**src/serial_pin_consts.svh**
```systemverilog
/*
 * Constants for the serial pin port and bit rate generator: register
 * indices, field positions, reset values and divider counts.
 * Assumes inclusion by bare name from the design files.
 */
`ifndef SERIAL_PIN_CONSTS_SVH
`define SERIAL_PIN_CONSTS_SVH

// register indices on the plain register port
`define OFS_PIN_MODE_CONTROL 4'h0
`define OFS_PIN_DATA 4'h1
`define OFS_CH0_MODE 4'h2
`define OFS_CH0_CONTROL 4'h3
`define OFS_CH0_DIVISOR 4'h4
`define OFS_CH1_MODE 4'h5
`define OFS_CH1_DIVISOR 4'h6
`define OFS_PORT_STATUS 4'h7

// reset values
`define RST_PIN_MODE_CONTROL 16'hA888
`define RST_PIN_DATA 8'h00
`define RST_DIVISOR 8'hFF
`define RST_MODE 8'h00
`define RST_CONTROL 8'h00

// pin mode control fields
`define POS_CLKPIN_MODE_HI 3
`define POS_CLKPIN_MODE_LO 2
`define POS_TXPIN_MODE_HI 1
`define POS_TXPIN_MODE_LO 0
`define PIN_MODE_OUTPUT 2'h1

// pin data fields
`define POS_CLKPIN_DATA 1
`define POS_BREAK_DATA 0
`define POS_PIN_DATA_RO 7

// serial mode register fields
`define POS_SYNC_SELECT 7
`define POS_PRESCALE_HI 1
`define POS_PRESCALE_LO 0

// serial control register fields
`define POS_TRANSMITTER_ON 5
`define POS_RX_ON 4
`define POS_CLOCK_ENABLE_HI 1
`define POS_CLOCK_ENABLE_LO 0

// status fields
`define POS_ST_CLKPIN_FREE 0
`define POS_ST_TXPIN_FREE 1
`define POS_ST_CLKPIN_LEVEL 2
`define POS_ST_RXPIN_LEVEL 3

// prescaler terminal counts for select 0..3 (divide by 1, 4, 16, 64)
`define PRE_LAST_0 6'h00
`define PRE_LAST_1 6'h03
`define PRE_LAST_2 6'h0F
`define PRE_LAST_3 6'h3F
// generator ticks per bit: 64*2^-1 async, 8*2^-1 sync
`define TICKS_PER_BIT_ASYNC 5'h1F
`define TICKS_PER_BIT_SYNC 5'h03

`endif

```
**src/serial_pin_pkg.sv**
```systemverilog
/*
 * Types shared by the serial pin port and its bit rate generators.
 * Assumes the constants header is compiled alongside.
 */
package serial_pin_pkg;

	typedef logic [15:0] reg_word_t;
	typedef logic [7:0] byte_t;
	typedef logic [3:0] reg_addr_t;
	typedef logic [1:0] pin_mode_t;
	typedef logic [1:0] prescale_t;

endpackage : serial_pin_pkg

```
**src/bit_rate_gen.sv**
```systemverilog
/*
 * One channel's bit rate generator: prescaler, divisor counter and
 * per-bit phase counter, each emitting one-cycle enable pulses.
 * Assumes divisor and select inputs come from registers on clk_in.
 */
`timescale 1ns/1ps
`include "serial_pin_consts.svh"

module bit_rate_gen
	import serial_pin_pkg::*;
(
	input wire logic clk_in,
	input wire logic rst_in,
	input wire logic restart_in,
	input wire byte_t divisor_in,
	input wire prescale_t prescale_sel_in,
	input wire logic sync_mode_in,
	output logic base_tick_out,
	output logic bit_tick_out
);

	logic [5:0] pre_cnt_ff;
	logic [5:0] pre_last;
	logic pre_tick;
	byte_t div_cnt_ff;
	logic brg_tick;
	logic [4:0] phase_cnt_ff;
	logic [4:0] phase_last;

	always_comb begin
		unique case (prescale_sel_in)
			2'h0: pre_last = `PRE_LAST_0;
			2'h1: pre_last = `PRE_LAST_1;
			2'h2: pre_last = `PRE_LAST_2;
			2'h3: pre_last = `PRE_LAST_3;
		endcase
	end

	assign pre_tick = (pre_cnt_ff >= pre_last);
	assign brg_tick = pre_tick && (div_cnt_ff >= divisor_in);
	assign phase_last = sync_mode_in ? `TICKS_PER_BIT_SYNC : `TICKS_PER_BIT_ASYNC;

	always_ff @(posedge clk_in or posedge rst_in) begin
		if (rst_in) begin
			pre_cnt_ff <= 6'h00;
		end else if (restart_in || pre_tick) begin
			pre_cnt_ff <= 6'h00;
		end else begin
			pre_cnt_ff <= pre_cnt_ff + 6'h01;
		end
	end

	// divisor counter runs N+1 prescaled ticks per generator tick
	always_ff @(posedge clk_in or posedge rst_in) begin
		if (rst_in) begin
			div_cnt_ff <= 8'h00;
		end else if (restart_in || brg_tick) begin
			div_cnt_ff <= 8'h00;
		end else if (pre_tick) begin
			div_cnt_ff <= div_cnt_ff + 8'h01;
		end
	end

	always_ff @(posedge clk_in or posedge rst_in) begin
		if (rst_in) begin
			phase_cnt_ff <= 5'h00;
		end else if (restart_in) begin
			phase_cnt_ff <= 5'h00;
		end else if (brg_tick) begin
			phase_cnt_ff <= (phase_cnt_ff >= phase_last) ? 5'h00 : phase_cnt_ff + 5'h01;
		end
	end

	always_ff @(posedge clk_in or posedge rst_in) begin
		if (rst_in) begin
			base_tick_out <= 1'b0;
			bit_tick_out <= 1'b0;
		end else begin
			base_tick_out <= brg_tick && !restart_in;
			bit_tick_out <= brg_tick && !restart_in && (phase_cnt_ff >= phase_last);
		end
	end

endmodule : bit_rate_gen

```
**src/serial_pin_port.sv**
```systemverilog
/*
 * Serial pin port and bit rate generation for one serial channel, plus
 * a second, independent bit rate generator for the neighbouring channel.
 * Assumes a single 125 MHz clock, a plain register port on that clock,
 * standby requests from logic on the same clock, and pins from outside.
 */
// Decided for this implementation: the address-and-strobe port and the placing of the registers.
// How it works
// - clock pin mode 01 drives clock data bit onto pin; 00 leaves it undriven.
// - clock pin mode 10 makes pin an input; reading data bit returns its level.
// - clock pin mode pair resets to upper bit one, lower bit zero.
// - transmit pin mode 01 drives break bit; 00, the reset state, does not.
// - with receiver on, break bit reads receive pin level regardless of mode.
// - break bit power-on value is not to be relied upon.
// - eight-bit divisor with prescaled clock sets the bit rate.
// - divisor register is readable and writable at all times; here writes are ignored while either standby is asserted.
// - divisor goes to all ones on reset, module standby and standby.
// - each channel owns its own generator and divisor register.
// - prescale select 00,01,10,11 gives divide by 1, 4, 16, 64.
// - bit period is (N+1) times 32 or 4 prescaled clocks, async or sync.
// - divisor takes every value 0 to 255, prescale index 0 to 3.
`timescale 1ns/1ps
`include "serial_pin_consts.svh"

module serial_pin_port
	import serial_pin_pkg::*;
(
	input wire logic clk_in,
	input wire logic rst_in,
	input wire logic standby_in,
	input wire logic module_standby_in,
	input wire reg_addr_t addr_in,
	input wire reg_word_t wdata_in,
	input wire logic wr_in,
	input wire logic rd_in,
	output reg_word_t rdata_out,
	input wire logic sck_pin_in,
	output logic sck_pin_out,
	output logic sck_pin_oe_out,
	input wire logic rxd_pin_in,
	output logic txd_pin_out,
	output logic txd_port_drive_out,
	output logic ch0_base_tick_out,
	output logic ch0_bit_tick_out,
	output logic ch1_base_tick_out,
	output logic ch1_bit_tick_out
);

	// register contents
	reg_word_t serial_pin_mode_control_ff;
	byte_t serial_pin_data_ff;
	byte_t ch0_serial_mode_register_ff;
	byte_t ch0_serial_control_register_ff;
	byte_t ch0_bit_rate_divisor_ff;
	byte_t ch1_serial_mode_register_ff;
	byte_t ch1_bit_rate_divisor_ff;

	// pin synchronisers
	logic sck_meta_ff;
	logic sck_sync_ff;
	logic rxd_meta_ff;
	logic rxd_sync_ff;

	// decoded controls
	pin_mode_t clkpin_mode;
	pin_mode_t txpin_mode;
	logic clkpin_mode_hi;
	logic clkpin_drive;
	logic txpin_drive;
	logic rx_on_bit;
	logic transmitter_on_bit;
	logic clock_enable_hi;
	logic clock_enable_lo;
	logic sync_select;
	logic standby_any;

	// access decode
	logic wr_pin_mode;
	logic wr_pin_data;
	logic wr_ch0_mode;
	logic wr_ch0_control;
	logic wr_ch0_divisor;
	logic wr_ch1_mode;
	logic wr_ch1_divisor;
	logic ch0_restart;
	logic ch1_restart;

	// read assembly
	byte_t pin_data_view;
	byte_t port_status;
	reg_word_t nxt_rdata;

	// generator outputs
	logic ch0_base_tick;
	logic ch0_bit_tick;
	logic ch1_base_tick;
	logic ch1_bit_tick;

	assign clkpin_mode = {serial_pin_mode_control_ff[`POS_CLKPIN_MODE_HI],
		serial_pin_mode_control_ff[`POS_CLKPIN_MODE_LO]};
	assign txpin_mode = {serial_pin_mode_control_ff[`POS_TXPIN_MODE_HI],
		serial_pin_mode_control_ff[`POS_TXPIN_MODE_LO]};
	assign clkpin_mode_hi = clkpin_mode[1];
	assign clkpin_drive = (clkpin_mode == `PIN_MODE_OUTPUT);
	assign txpin_drive = (txpin_mode == `PIN_MODE_OUTPUT);
	assign rx_on_bit = ch0_serial_control_register_ff[`POS_RX_ON];
	assign transmitter_on_bit = ch0_serial_control_register_ff[`POS_TRANSMITTER_ON];
	assign clock_enable_hi = ch0_serial_control_register_ff[`POS_CLOCK_ENABLE_HI];
	assign clock_enable_lo = ch0_serial_control_register_ff[`POS_CLOCK_ENABLE_LO];
	assign sync_select = ch0_serial_mode_register_ff[`POS_SYNC_SELECT];
	assign standby_any = standby_in || module_standby_in;

	assign wr_pin_mode = wr_in && (addr_in == `OFS_PIN_MODE_CONTROL);
	assign wr_pin_data = wr_in && (addr_in == `OFS_PIN_DATA);
	assign wr_ch0_mode = wr_in && (addr_in == `OFS_CH0_MODE);
	assign wr_ch0_control = wr_in && (addr_in == `OFS_CH0_CONTROL);
	assign wr_ch0_divisor = wr_in && (addr_in == `OFS_CH0_DIVISOR);
	assign wr_ch1_mode = wr_in && (addr_in == `OFS_CH1_MODE);
	assign wr_ch1_divisor = wr_in && (addr_in == `OFS_CH1_DIVISOR);

	// a new divisor or source takes effect from a clean bit boundary
	assign ch0_restart = wr_ch0_divisor || wr_ch0_mode || standby_any;
	assign ch1_restart = wr_ch1_divisor || wr_ch1_mode || standby_any;

	// pins arrive from outside the clock domain
	always_ff @(posedge clk_in or posedge rst_in) begin
		if (rst_in) begin
			sck_meta_ff <= 1'b0;
			sck_sync_ff <= 1'b0;
		end else begin
			sck_meta_ff <= sck_pin_in;
			sck_sync_ff <= sck_meta_ff;
		end
	end

	always_ff @(posedge clk_in or posedge rst_in) begin
		if (rst_in) begin
			rxd_meta_ff <= 1'b1;
			rxd_sync_ff <= 1'b1;
		end else begin
			rxd_meta_ff <= rxd_pin_in;
			rxd_sync_ff <= rxd_meta_ff;
		end
	end

	// pin mode control: clock pin starts as input, transmit pin undriven
	always_ff @(posedge clk_in or posedge rst_in) begin
		if (rst_in) begin
			serial_pin_mode_control_ff <= `RST_PIN_MODE_CONTROL;
		end else if (wr_pin_mode) begin
			serial_pin_mode_control_ff <= wdata_in;
		end
	end

	// pin data: top bit is read only; break bit reset value is a don't-care
	always_ff @(posedge clk_in or posedge rst_in) begin
		if (rst_in) begin
			serial_pin_data_ff <= `RST_PIN_DATA;
		end else if (wr_pin_data) begin
			serial_pin_data_ff <= wdata_in[7:0];
			serial_pin_data_ff[`POS_PIN_DATA_RO] <= 1'b0;
		end
	end

	always_ff @(posedge clk_in or posedge rst_in) begin
		if (rst_in) begin
			ch0_serial_mode_register_ff <= `RST_MODE;
		end else if (wr_ch0_mode) begin
			ch0_serial_mode_register_ff <= wdata_in[7:0];
		end
	end

	always_ff @(posedge clk_in or posedge rst_in) begin
		if (rst_in) begin
			ch0_serial_control_register_ff <= `RST_CONTROL;
		end else if (wr_ch0_control) begin
			ch0_serial_control_register_ff <= wdata_in[7:0];
		end
	end

	always_ff @(posedge clk_in or posedge rst_in) begin
		if (rst_in) begin
			ch1_serial_mode_register_ff <= `RST_MODE;
		end else if (wr_ch1_mode) begin
			ch1_serial_mode_register_ff <= wdata_in[7:0];
		end
	end

	// divisors: writable only outside standby, forced to all ones in either standby
	always_ff @(posedge clk_in or posedge rst_in) begin
		if (rst_in) begin
			ch0_bit_rate_divisor_ff <= `RST_DIVISOR;
		end else if (standby_any) begin
			ch0_bit_rate_divisor_ff <= `RST_DIVISOR;
		end else if (wr_ch0_divisor) begin
			ch0_bit_rate_divisor_ff <= wdata_in[7:0];
		end
	end

	always_ff @(posedge clk_in or posedge rst_in) begin
		if (rst_in) begin
			ch1_bit_rate_divisor_ff <= `RST_DIVISOR;
		end else if (standby_any) begin
			ch1_bit_rate_divisor_ff <= `RST_DIVISOR;
		end else if (wr_ch1_divisor) begin
			ch1_bit_rate_divisor_ff <= wdata_in[7:0];
		end
	end

	// clock pin: driven only in output mode, otherwise left to the far side
	always_ff @(posedge clk_in or posedge rst_in) begin
		if (rst_in) begin
			sck_pin_oe_out <= 1'b0;
		end else begin
			sck_pin_oe_out <= clkpin_drive;
		end
	end

	always_ff @(posedge clk_in or posedge rst_in) begin
		if (rst_in) begin
			sck_pin_out <= 1'b0;
		end else begin
			sck_pin_out <= serial_pin_data_ff[`POS_CLKPIN_DATA];
		end
	end

	// transmit pin: break bit when in port mode, idle mark otherwise
	always_ff @(posedge clk_in or posedge rst_in) begin
		if (rst_in) begin
			txd_port_drive_out <= 1'b0;
		end else begin
			txd_port_drive_out <= txpin_drive;
		end
	end

	always_ff @(posedge clk_in or posedge rst_in) begin
		if (rst_in) begin
			txd_pin_out <= 1'b1;
		end else begin
			txd_pin_out <= txpin_drive ? serial_pin_data_ff[`POS_BREAK_DATA] : 1'b1;
		end
	end

	// pin data as software sees it
	always_comb begin
		pin_data_view = serial_pin_data_ff;
		pin_data_view[`POS_PIN_DATA_RO] = 1'b0;
		if (clkpin_mode_hi) begin
			pin_data_view[`POS_CLKPIN_DATA] = sck_sync_ff;
		end
		if (rx_on_bit) begin
			pin_data_view[`POS_BREAK_DATA] = rxd_sync_ff;
		end
	end

	// tells software whether the port pins are free of the serial function
	always_comb begin
		port_status = 8'h00;
		port_status[`POS_ST_CLKPIN_FREE] = !sync_select && !clock_enable_hi && !clock_enable_lo;
		port_status[`POS_ST_TXPIN_FREE] = !transmitter_on_bit;
		port_status[`POS_ST_CLKPIN_LEVEL] = sck_sync_ff;
		port_status[`POS_ST_RXPIN_LEVEL] = rxd_sync_ff;
	end

	always_comb begin
		nxt_rdata = 16'h0000;
		unique case (addr_in)
			`OFS_PIN_MODE_CONTROL: nxt_rdata = serial_pin_mode_control_ff;
			`OFS_PIN_DATA: nxt_rdata = {8'h00, pin_data_view};
			`OFS_CH0_MODE: nxt_rdata = {8'h00, ch0_serial_mode_register_ff};
			`OFS_CH0_CONTROL: nxt_rdata = {8'h00, ch0_serial_control_register_ff};
			`OFS_CH0_DIVISOR: nxt_rdata = {8'h00, ch0_bit_rate_divisor_ff};
			`OFS_CH1_MODE: nxt_rdata = {8'h00, ch1_serial_mode_register_ff};
			`OFS_CH1_DIVISOR: nxt_rdata = {8'h00, ch1_bit_rate_divisor_ff};
			`OFS_PORT_STATUS: nxt_rdata = {8'h00, port_status};
			default: nxt_rdata = 16'h0000;
		endcase
	end

	// read data stand for exactly the cycle after the read strobe
	always_ff @(posedge clk_in or posedge rst_in) begin
		if (rst_in) begin
			rdata_out <= 16'h0000;
		end else if (rd_in) begin
			rdata_out <= nxt_rdata;
		end else begin
			rdata_out <= 16'h0000;
		end
	end

	bit_rate_gen u_ch0_gen (
		.clk_in(clk_in),
		.rst_in(rst_in),
		.restart_in(ch0_restart),
		.divisor_in(ch0_bit_rate_divisor_ff),
		.prescale_sel_in({ch0_serial_mode_register_ff[`POS_PRESCALE_HI],
			ch0_serial_mode_register_ff[`POS_PRESCALE_LO]}),
		.sync_mode_in(sync_select),
		.base_tick_out(ch0_base_tick),
		.bit_tick_out(ch0_bit_tick)
	);

	bit_rate_gen u_ch1_gen (
		.clk_in(clk_in),
		.rst_in(rst_in),
		.restart_in(ch1_restart),
		.divisor_in(ch1_bit_rate_divisor_ff),
		.prescale_sel_in({ch1_serial_mode_register_ff[`POS_PRESCALE_HI],
			ch1_serial_mode_register_ff[`POS_PRESCALE_LO]}),
		.sync_mode_in(ch1_serial_mode_register_ff[`POS_SYNC_SELECT]),
		.base_tick_out(ch1_base_tick),
		.bit_tick_out(ch1_bit_tick)
	);

	// generator ticks leave the block through flip-flops of the top
	always_ff @(posedge clk_in or posedge rst_in) begin
		if (rst_in) begin
			ch0_base_tick_out <= 1'b0;
		end else begin
			ch0_base_tick_out <= ch0_base_tick;
		end
	end

	always_ff @(posedge clk_in or posedge rst_in) begin
		if (rst_in) begin
			ch0_bit_tick_out <= 1'b0;
		end else begin
			ch0_bit_tick_out <= ch0_bit_tick;
		end
	end

	always_ff @(posedge clk_in or posedge rst_in) begin
		if (rst_in) begin
			ch1_base_tick_out <= 1'b0;
		end else begin
			ch1_base_tick_out <= ch1_base_tick;
		end
	end

	always_ff @(posedge clk_in or posedge rst_in) begin
		if (rst_in) begin
			ch1_bit_tick_out <= 1'b0;
		end else begin
			ch1_bit_tick_out <= ch1_bit_tick;
		end
	end

endmodule : serial_pin_port

```
**config.mk**
```make
export PLATFORM = sky130hd
export DESIGN_NAME = serial_pin_port
export DESIGN_NICKNAME = d
export VERILOG_FILES = /design/src/serial_pin_pkg.sv /design/src/bit_rate_gen.sv /design/src/serial_pin_port.sv
export VERILOG_INCLUDE_DIRS = /design/src
export SDC_FILE = /design/constraint.sdc
export NUM_CORES = 1
export LEC_CHECK = 0
export BUFFER_PORTS_ARGS = -buffer_cell sky130_fd_sc_hd__buf_2
export CAP_MARGIN = 20
export CORE_ASPECT_RATIO = 1.25
export CORE_MARGIN = 2
export CORE_UTILIZATION = 55
export CTS_BUF_LIST = sky130_fd_sc_hd__clkbuf_4 sky130_fd_sc_hd__clkbuf_8
export DETAILED_ROUTE_END_ITERATION = 12
export PLACE_DENSITY = 0.77
export SLEW_MARGIN = 5
export SYNTH_ARGS = -nofsm -noshare
export SYNTH_HDL_FRONTEND = slang
export SYNTH_HIERARCHICAL = 1
export SYNTH_SLANG_ARGS = --single-unit
```
**constraint.sdc**
```tcl
create_clock -name clk_in -period 2.33 [get_ports clk_in]
set_input_delay 0.233 -clock clk_in [delete_from_list [all_inputs] [get_ports clk_in]]
set_output_delay 0.233 -clock clk_in [all_outputs]
set_load 0.005 [all_outputs]
```
After elaboration in Yosys (flattened, before gate mapping)
Cells that the tools add are included.

RAM bits: 0. Bits in latches: 0. Bits in registers: 133. Output and inout bits: 24. Memory bits (read-only): 0. Memories kept: 0. Bits of input ports: 28. Logic and storage cells: 121.

Shift-type cells: 0. Mux-type cells: 25. $mul: 0. Equality and inequality tests: 15. Order comparisons: 6. Divide/modulo/power cells: 0. Bitwise gates (word level): 0. Reduce and logical (&&, ||, !) cells: 39. $add $sub $neg: 6.

Operator list (number): 16-bit case mux with 8 select lines (1); 8-bit two-way mux (8); 6-bit case mux with 4 select lines (2); 5-bit two-way mux (8); 8-bit by 1-bit adder with 8-bit output, second input constant (2); 4-bit by 3-bit == test with 1-bit output, second input constant (4); 8-bit greater-or-equal comparator (2); 16-bit two-way mux (1); 1-bit logical AND (15); 6-bit by 1-bit adder with 6-bit output, second input constant (2); 6-bit greater-or-equal comparator (2); 6-bit two-way mux (2); 2-bit nonzero test (6); 5-bit by 1-bit adder with 5-bit output, second input constant (2); 5-bit greater-or-equal comparator (2); 1-bit logical OR (9); 2-bit by 1-bit == test with 1-bit output, second input constant (4); 2-bit == test, second input constant (4); 4-bit by 2-bit == test with 1-bit output, second input constant (2); 1-bit zero test (6); 4-bit by 1-bit == test with 1-bit output, second input constant (1); 2-bit zero test (2); 4-bit zero test (1); 1-bit two-way mux (3).

Logic depth before layout (Yosys ltp)
Word-level depth: 7. Depth in mapped cells: 11. Mapped depth without buffers: 8.

Cells and area by module
Netlist, hierarchy kept.

By module, submodules not included: serial_pin_port (instances 1, cells each 308, area an instance 4012.6 um^2); bit_rate_gen (u_ch1_gen) (instances 1, cells each 158, area an instance 1473.9 um^2); bit_rate_gen (u_ch0_gen) (instances 1, cells each 161, area an instance 1456.4 um^2).

Least setup slack after synthesis
Ideal clock, no wire load.

Path kind: register to register. Start: register ch1_bit_rate_divisor_ff[1]. End: register u_ch1_gen.div_cnt_ff[7]. Path slack: 0.132 ns. Cell stages (with the launch flop): 8. Arrival time: 2.129 ns. Clock period less this slack: 2.198 ns. Data required time: 2.261 ns. Setup time: 0.069 ns. Cell sequence: dfstp_2 -> inv_1 -> ha_1 -> or4_4 -> a21oi_4 -> o311a_4 -> or4b_1 -> nand3_1.

Word-level cells in the longest chain between the ends: 4. Elaborated cells on any way between the ends: 5. Those cells by class: order compare: 1; mux: 1; reduce/logical: 3.

Ends and longest elaborated chain: start, declared (RTL line serial_pin_port.sv:56) `byte_t ch1_bit_rate_divisor_ff;`; start signal, assigned (RTL line serial_pin_port.sv:202) `` ch1_bit_rate_divisor_ff <= `RST_DIVISOR; ``; start signal, assigned (RTL line serial_pin_port.sv:204) `` ch1_bit_rate_divisor_ff <= `RST_DIVISOR; ``; start signal, assigned (RTL line serial_pin_port.sv:206) `ch1_bit_rate_divisor_ff <= wdata_in[7:0];`; 8-bit greater-or-equal comparator * (RTL line bit_rate_gen.sv:40) `assign brg_tick = pre_tick && (div_cnt_ff >= divisor_in);`; 1-bit logical AND * (RTL line bit_rate_gen.sv:40); 1-bit logical OR * (RTL line bit_rate_gen.sv:57) `end else if (restart_in || brg_tick) begin`; 8-bit two-way mux or 2-bit nonzero test (tied branches); end signal, assigned (RTL line bit_rate_gen.sv:60) `div_cnt_ff <= div_cnt_ff + 8'h01;`; end, declared (RTL line bit_rate_gen.sv:25) `byte_t div_cnt_ff;`.

Every way passes the cells marked *; elsewhere a longest branch is shown, timed or not. A chain may end at the register's enable or synchronous reset.

Worst setup path after layout
Start: register ch0_serial_mode_register_ff[0]. End: register u_ch0_gen.div_cnt_ff[3].

Word-level cells in the longest chain between the ends: 6. Elaborated cells on any way between the ends: 10. Those cells by class: order compare: 1; eq/ne: 3; mux: 2; reduce/logical: 4.

Ends and longest elaborated chain: start, declared (RTL line serial_pin_port.sv:52) `byte_t ch0_serial_mode_register_ff;`; start signal, assigned (RTL line serial_pin_port.sv:167) `` ch0_serial_mode_register_ff <= `RST_MODE; ``; start signal, assigned (RTL line serial_pin_port.sv:169) `ch0_serial_mode_register_ff <= wdata_in[7:0];`; 2-bit == test (tied with other cells) (RTL line bit_rate_gen.sv:31) `unique case (prescale_sel_in)`; 6-bit case mux with 4 select lines * (RTL line bit_rate_gen.sv:31); 6-bit greater-or-equal comparator * (RTL line bit_rate_gen.sv:39) `assign pre_tick = (pre_cnt_ff >= pre_last);`; 1-bit logical AND (RTL line bit_rate_gen.sv:40); 1-bit logical OR (RTL line bit_rate_gen.sv:57); 8-bit two-way mux or 2-bit nonzero test (tied branches); end signal, assigned (RTL line bit_rate_gen.sv:60); end, declared (RTL line bit_rate_gen.sv:25).

Marks and branches as above.

==> impl_results.md <==
- Cell Area, Placed: 7440 µm²
- Wire length per cell: 18.7 µm
- Most frequent cell after synthesis: dfrtp_1
- Bufs on Longest Clock Path: 2
- Met2 Resource Use GR: 0.451
- Worst reg-to-reg path cell count: 9
- DR vias/cell: 6.02
- Final Worst Setup Slack: -42.9 ps
- Hold crit path type: in2reg
- Run status: complete, but fails checks
- DRC viols: 0
- Final period utilization: 1.02
- CP max stage cell: dfrtp_1
- Post-route cell area: 8160 µm²
- Crit-path leading delay family: compound AO/OA/AOI/OAI gates
- Clock Tree Root: clkbuf_8
- CP peak stage delay: 400 ps
- Main synth FF type: dfrtp_1
- Critical Path RT: 2700 ps
- Yosys top cell area share: 0.393
- Fin. Hold Viols: 0
- Busiest grt layer: met2
- Hold Slack: 14.1 ps
- WHS Path Cells: 2
- Slew margin rel.: 0.460
- Syn_nets: 695
- Die Y: 130 µm
- Clock latency on the worst-skew pair: 450 ps
- Hold worst-path end: serial_pin_mode_control_ff[9]
- Share of layout cells above drive strength 1: 0.316
- Port buffer count: 51
- Final ANT Viol Nets: 0
- Number of enable flip-flop cells after synthesis: 0
- Congestion Overflow GR: 0
- Dpl hpwl: 11.5 mm
- Site Rows: 45
- Syn Std Cell Area: 6940 µm²
- R2R Path Start: ch0_serial_mode_register_ff[0]
- Cell variety after synth: 78
- Die area: 13500 µm²
- Antenna diode count: 0
- Avg Inst Size Synth: 11.1 µm²
- CP Buf/Inv Count: 2
- Final setup vio count: 2
- P_leak: 3.95 nW
- Cells along the critical path: buf_4 -> nand2_1 -> ha_1 -> a211oi_1 -> a21boi_1 -> a21o_1 -> buf_4 -> a21oi_1 -> a21oi_1
- Startpoint Class: flip-flop
- # clock sinks: 133
- Failing checks: setup timing
- Fmax: 421 MHz
- P&R area growth vs syn: 17.5%
- Die X: 104 µm
- Largest net degree at the start of global routing: 42
- Clk_skew: 9.16 ps
- Setup CP Type: reg2reg
- Final Critical Period: 2370 ps
- CP arrival: 2740 ps
- Cell taking the most area after synthesis: dfrtp_1
- Initial antenna violation count: 0
- Core Util, Final: 0.667
- Core area: 12200 µm²
- Initial Util: 0.568
- Synth top area cells: dfrtp_1 39%, dfstp_2 9.1%, ha_1 7.2%
- Peak VDD IR: 0.511 mV
- Sequential fraction of the synthesis area: 0.484
- DR pass1 iterations: 5
- Met1 usage: 0.298
- GR Util met3: 0.0448
- R2R Setup Slk: -40 ps
- Worst R2R End: u_ch0_gen/div_cnt_ff[3]
- Number of filler cells placed in the layout: 920
- Max-slew violations: 0
- Clk slew on worst S/H paths: 80 ps
- Setup crit end kind: flip-flop
- Maxcap violations: 0
- Vias in the first global route: 5453
- Cell Pwr Density: 731 nW/µm²
- Async set-reset flop share out of synthesis: 1.00
- Htree depth: 4
- Slew at the pin with the worst max-slew slack: 809 ps
- Most common library cells after synthesis: 109 x dfrtp_1, 63 x nand2_1, 46 x nand3_1, 40 x ha_1, 35 x inv_1
- Num CTS Buffers: 17
- Fin nets: 784
- Gpl congestion: 0.939
- Synthesis Warnings: 6
- Hold Path Origin: wdata_in[9]
- Post-Synthesis Cells: 627
- GRT Resource Usage Total: 0.252
- Detailed Route Iter0 Violations: 530
- IO Count: 52
- Vias: 5374
- CTS tree: done
- DRT Wirelength: 16.7 mm
- First-pass GRT wire length: 26.7 mm
- Flops & latches, synth: 133
- Maximum fanout along the worst path: 5
-- worst max path at each step --
stage	slack [ps]	depth (start not counted)	startpoint	end
after detailed placement	-4	8	ch0_bit_rate_divisor_ff[4]	u_ch0_gen/phase_cnt_ff[0]
final	-40	9	ch0_serial_mode_register_ff[0]	u_ch0_gen/div_cnt_ff[3]
after CTS	5	7	ch1_bit_rate_divisor_ff[2]	u_ch1_gen/div_cnt_ff[7]
after global placement	100	7	ch1_bit_rate_divisor_ff[1]	u_ch1_gen/div_cnt_ff[7]
after floorplan	130	7	ch1_bit_rate_divisor_ff[1]	u_ch1_gen/div_cnt_ff[7]
after global routing	-140	9	ch0_serial_mode_register_ff[0]	u_ch0_gen/div_cnt_ff[3]
-- sequential cells by signal (all words and copies together) (netlist names), 5 cells and up --
register                        flops
u_ch0_gen/pre_cnt_ff                6
ch1_bit_rate_divisor_ff             8
ch0_serial_mode_register_ff         8
ch0_bit_rate_divisor_ff             8
rdata_out                          16
serial_pin_data_ff                  7
ch1_serial_mode_register_ff         8
ch0_serial_control_register_ff      8
u_ch1_gen/div_cnt_ff                8
u_ch0_gen/phase_cnt_ff              5
u_ch0_gen/div_cnt_ff                8
u_ch1_gen/phase_cnt_ff              5
u_ch1_gen/pre_cnt_ff                6
serial_pin_mode_control_ff         16
-- report_power, final --
| group | total, mW | leakage [nW] | switching (mW) | internal [mW] |
|---|---|---|---|---|
| combinational | 0.974 | 2.02 | 0.485 | 0.488 |
| clock | 2.28 | 0.230 | 0.918 | 1.36 |
| sequential | 2.71 | 1.69 | 0.154 | 2.56 |
| total | 5.96 | 3.95 | 1.56 | 4.41 |
-- final cells by class --
| class | count | area [µm²] | area share |
|---|---|---|---|
| Timing Repair Buffer | 88 | 553 | 0.0678 |
| Inverter | 36 | 139 | 0.0170 |
| Clock buffer | 21 | 277 | 0.0339 |
| Clock inverter | 11 | 199 | 0.0244 |
| Multi-Input combinational cell | 440 | 3420 | 0.420 |
| Sequential cell | 133 | 3360 | 0.412 |
| Tap cell | 164 | 205 | 0.0252 |
-- what timing repair did --
action,CTS,global route
setup endpoints to repair,2,21
gates cloned,0,1
pin swaps,1,10
endpoints found under the hold margin,65,0
hold buffers,3,0
setup buffers,0,13
resized for setup,1,24
-- per-layer routing --
metal | wire length [µm] | share of wire | vias up
li1 | - | - | 2451
met2 | 8690 | 0.52 | 214
met4 | 541 | 0.032 | 0
met1 | 6650 | 0.40 | 2665
met5 | 0 | 0 | -
met3 | 822 | 0.049 | 44
-- metrics by stage --
stage	instances	TNS [ps]	power, mW	setup slack (ps)
after floorplan	627	0	3.32	132
after global placement	844	0	3.56	100
after detailed placement	844	-4.28	3.61	-4.28
after CTS	879	0	5.89	5.29
after global routing	893	-1770	6.21	-142
final	893	-50.3	5.96	-42.9
-- cells in the final DEF, fill, tap and decap left out, types with 6 or more instances in the layout --
cell / count
a22o_1: 10
a21o_1: 6
mux2_2: 27
mux2_4: 18
a21oi_1: 24
mux2_1: 13
o21ai_0: 13
buf_2: 51
and2_1: 12
a211oi_1: 10
and3_1: 6
inv_1: 33
dfstp_2: 24
nand2b_1: 9
nand2_1: 63
clkbuf_8: 19
ha_1: 38
nor2_1: 26
nand3_1: 44
dfrtp_1: 109
buf_4: 33
o32ai_1: 7
-- kinds of logic (layout without fill, tap and decap cells) --
kind of cell,count (synthesis),after routing,synth area share
compound gates,117,118,0.123
xor+xnor,9,9,0.0114
fa+ha+maj,40,40,0.0721
buf+inv,55,156,0.0386
flops,133,133,0.484
mux,63,63,0.113
simple gates,210,210,0.159
Power figures use the tool's default switching activity.
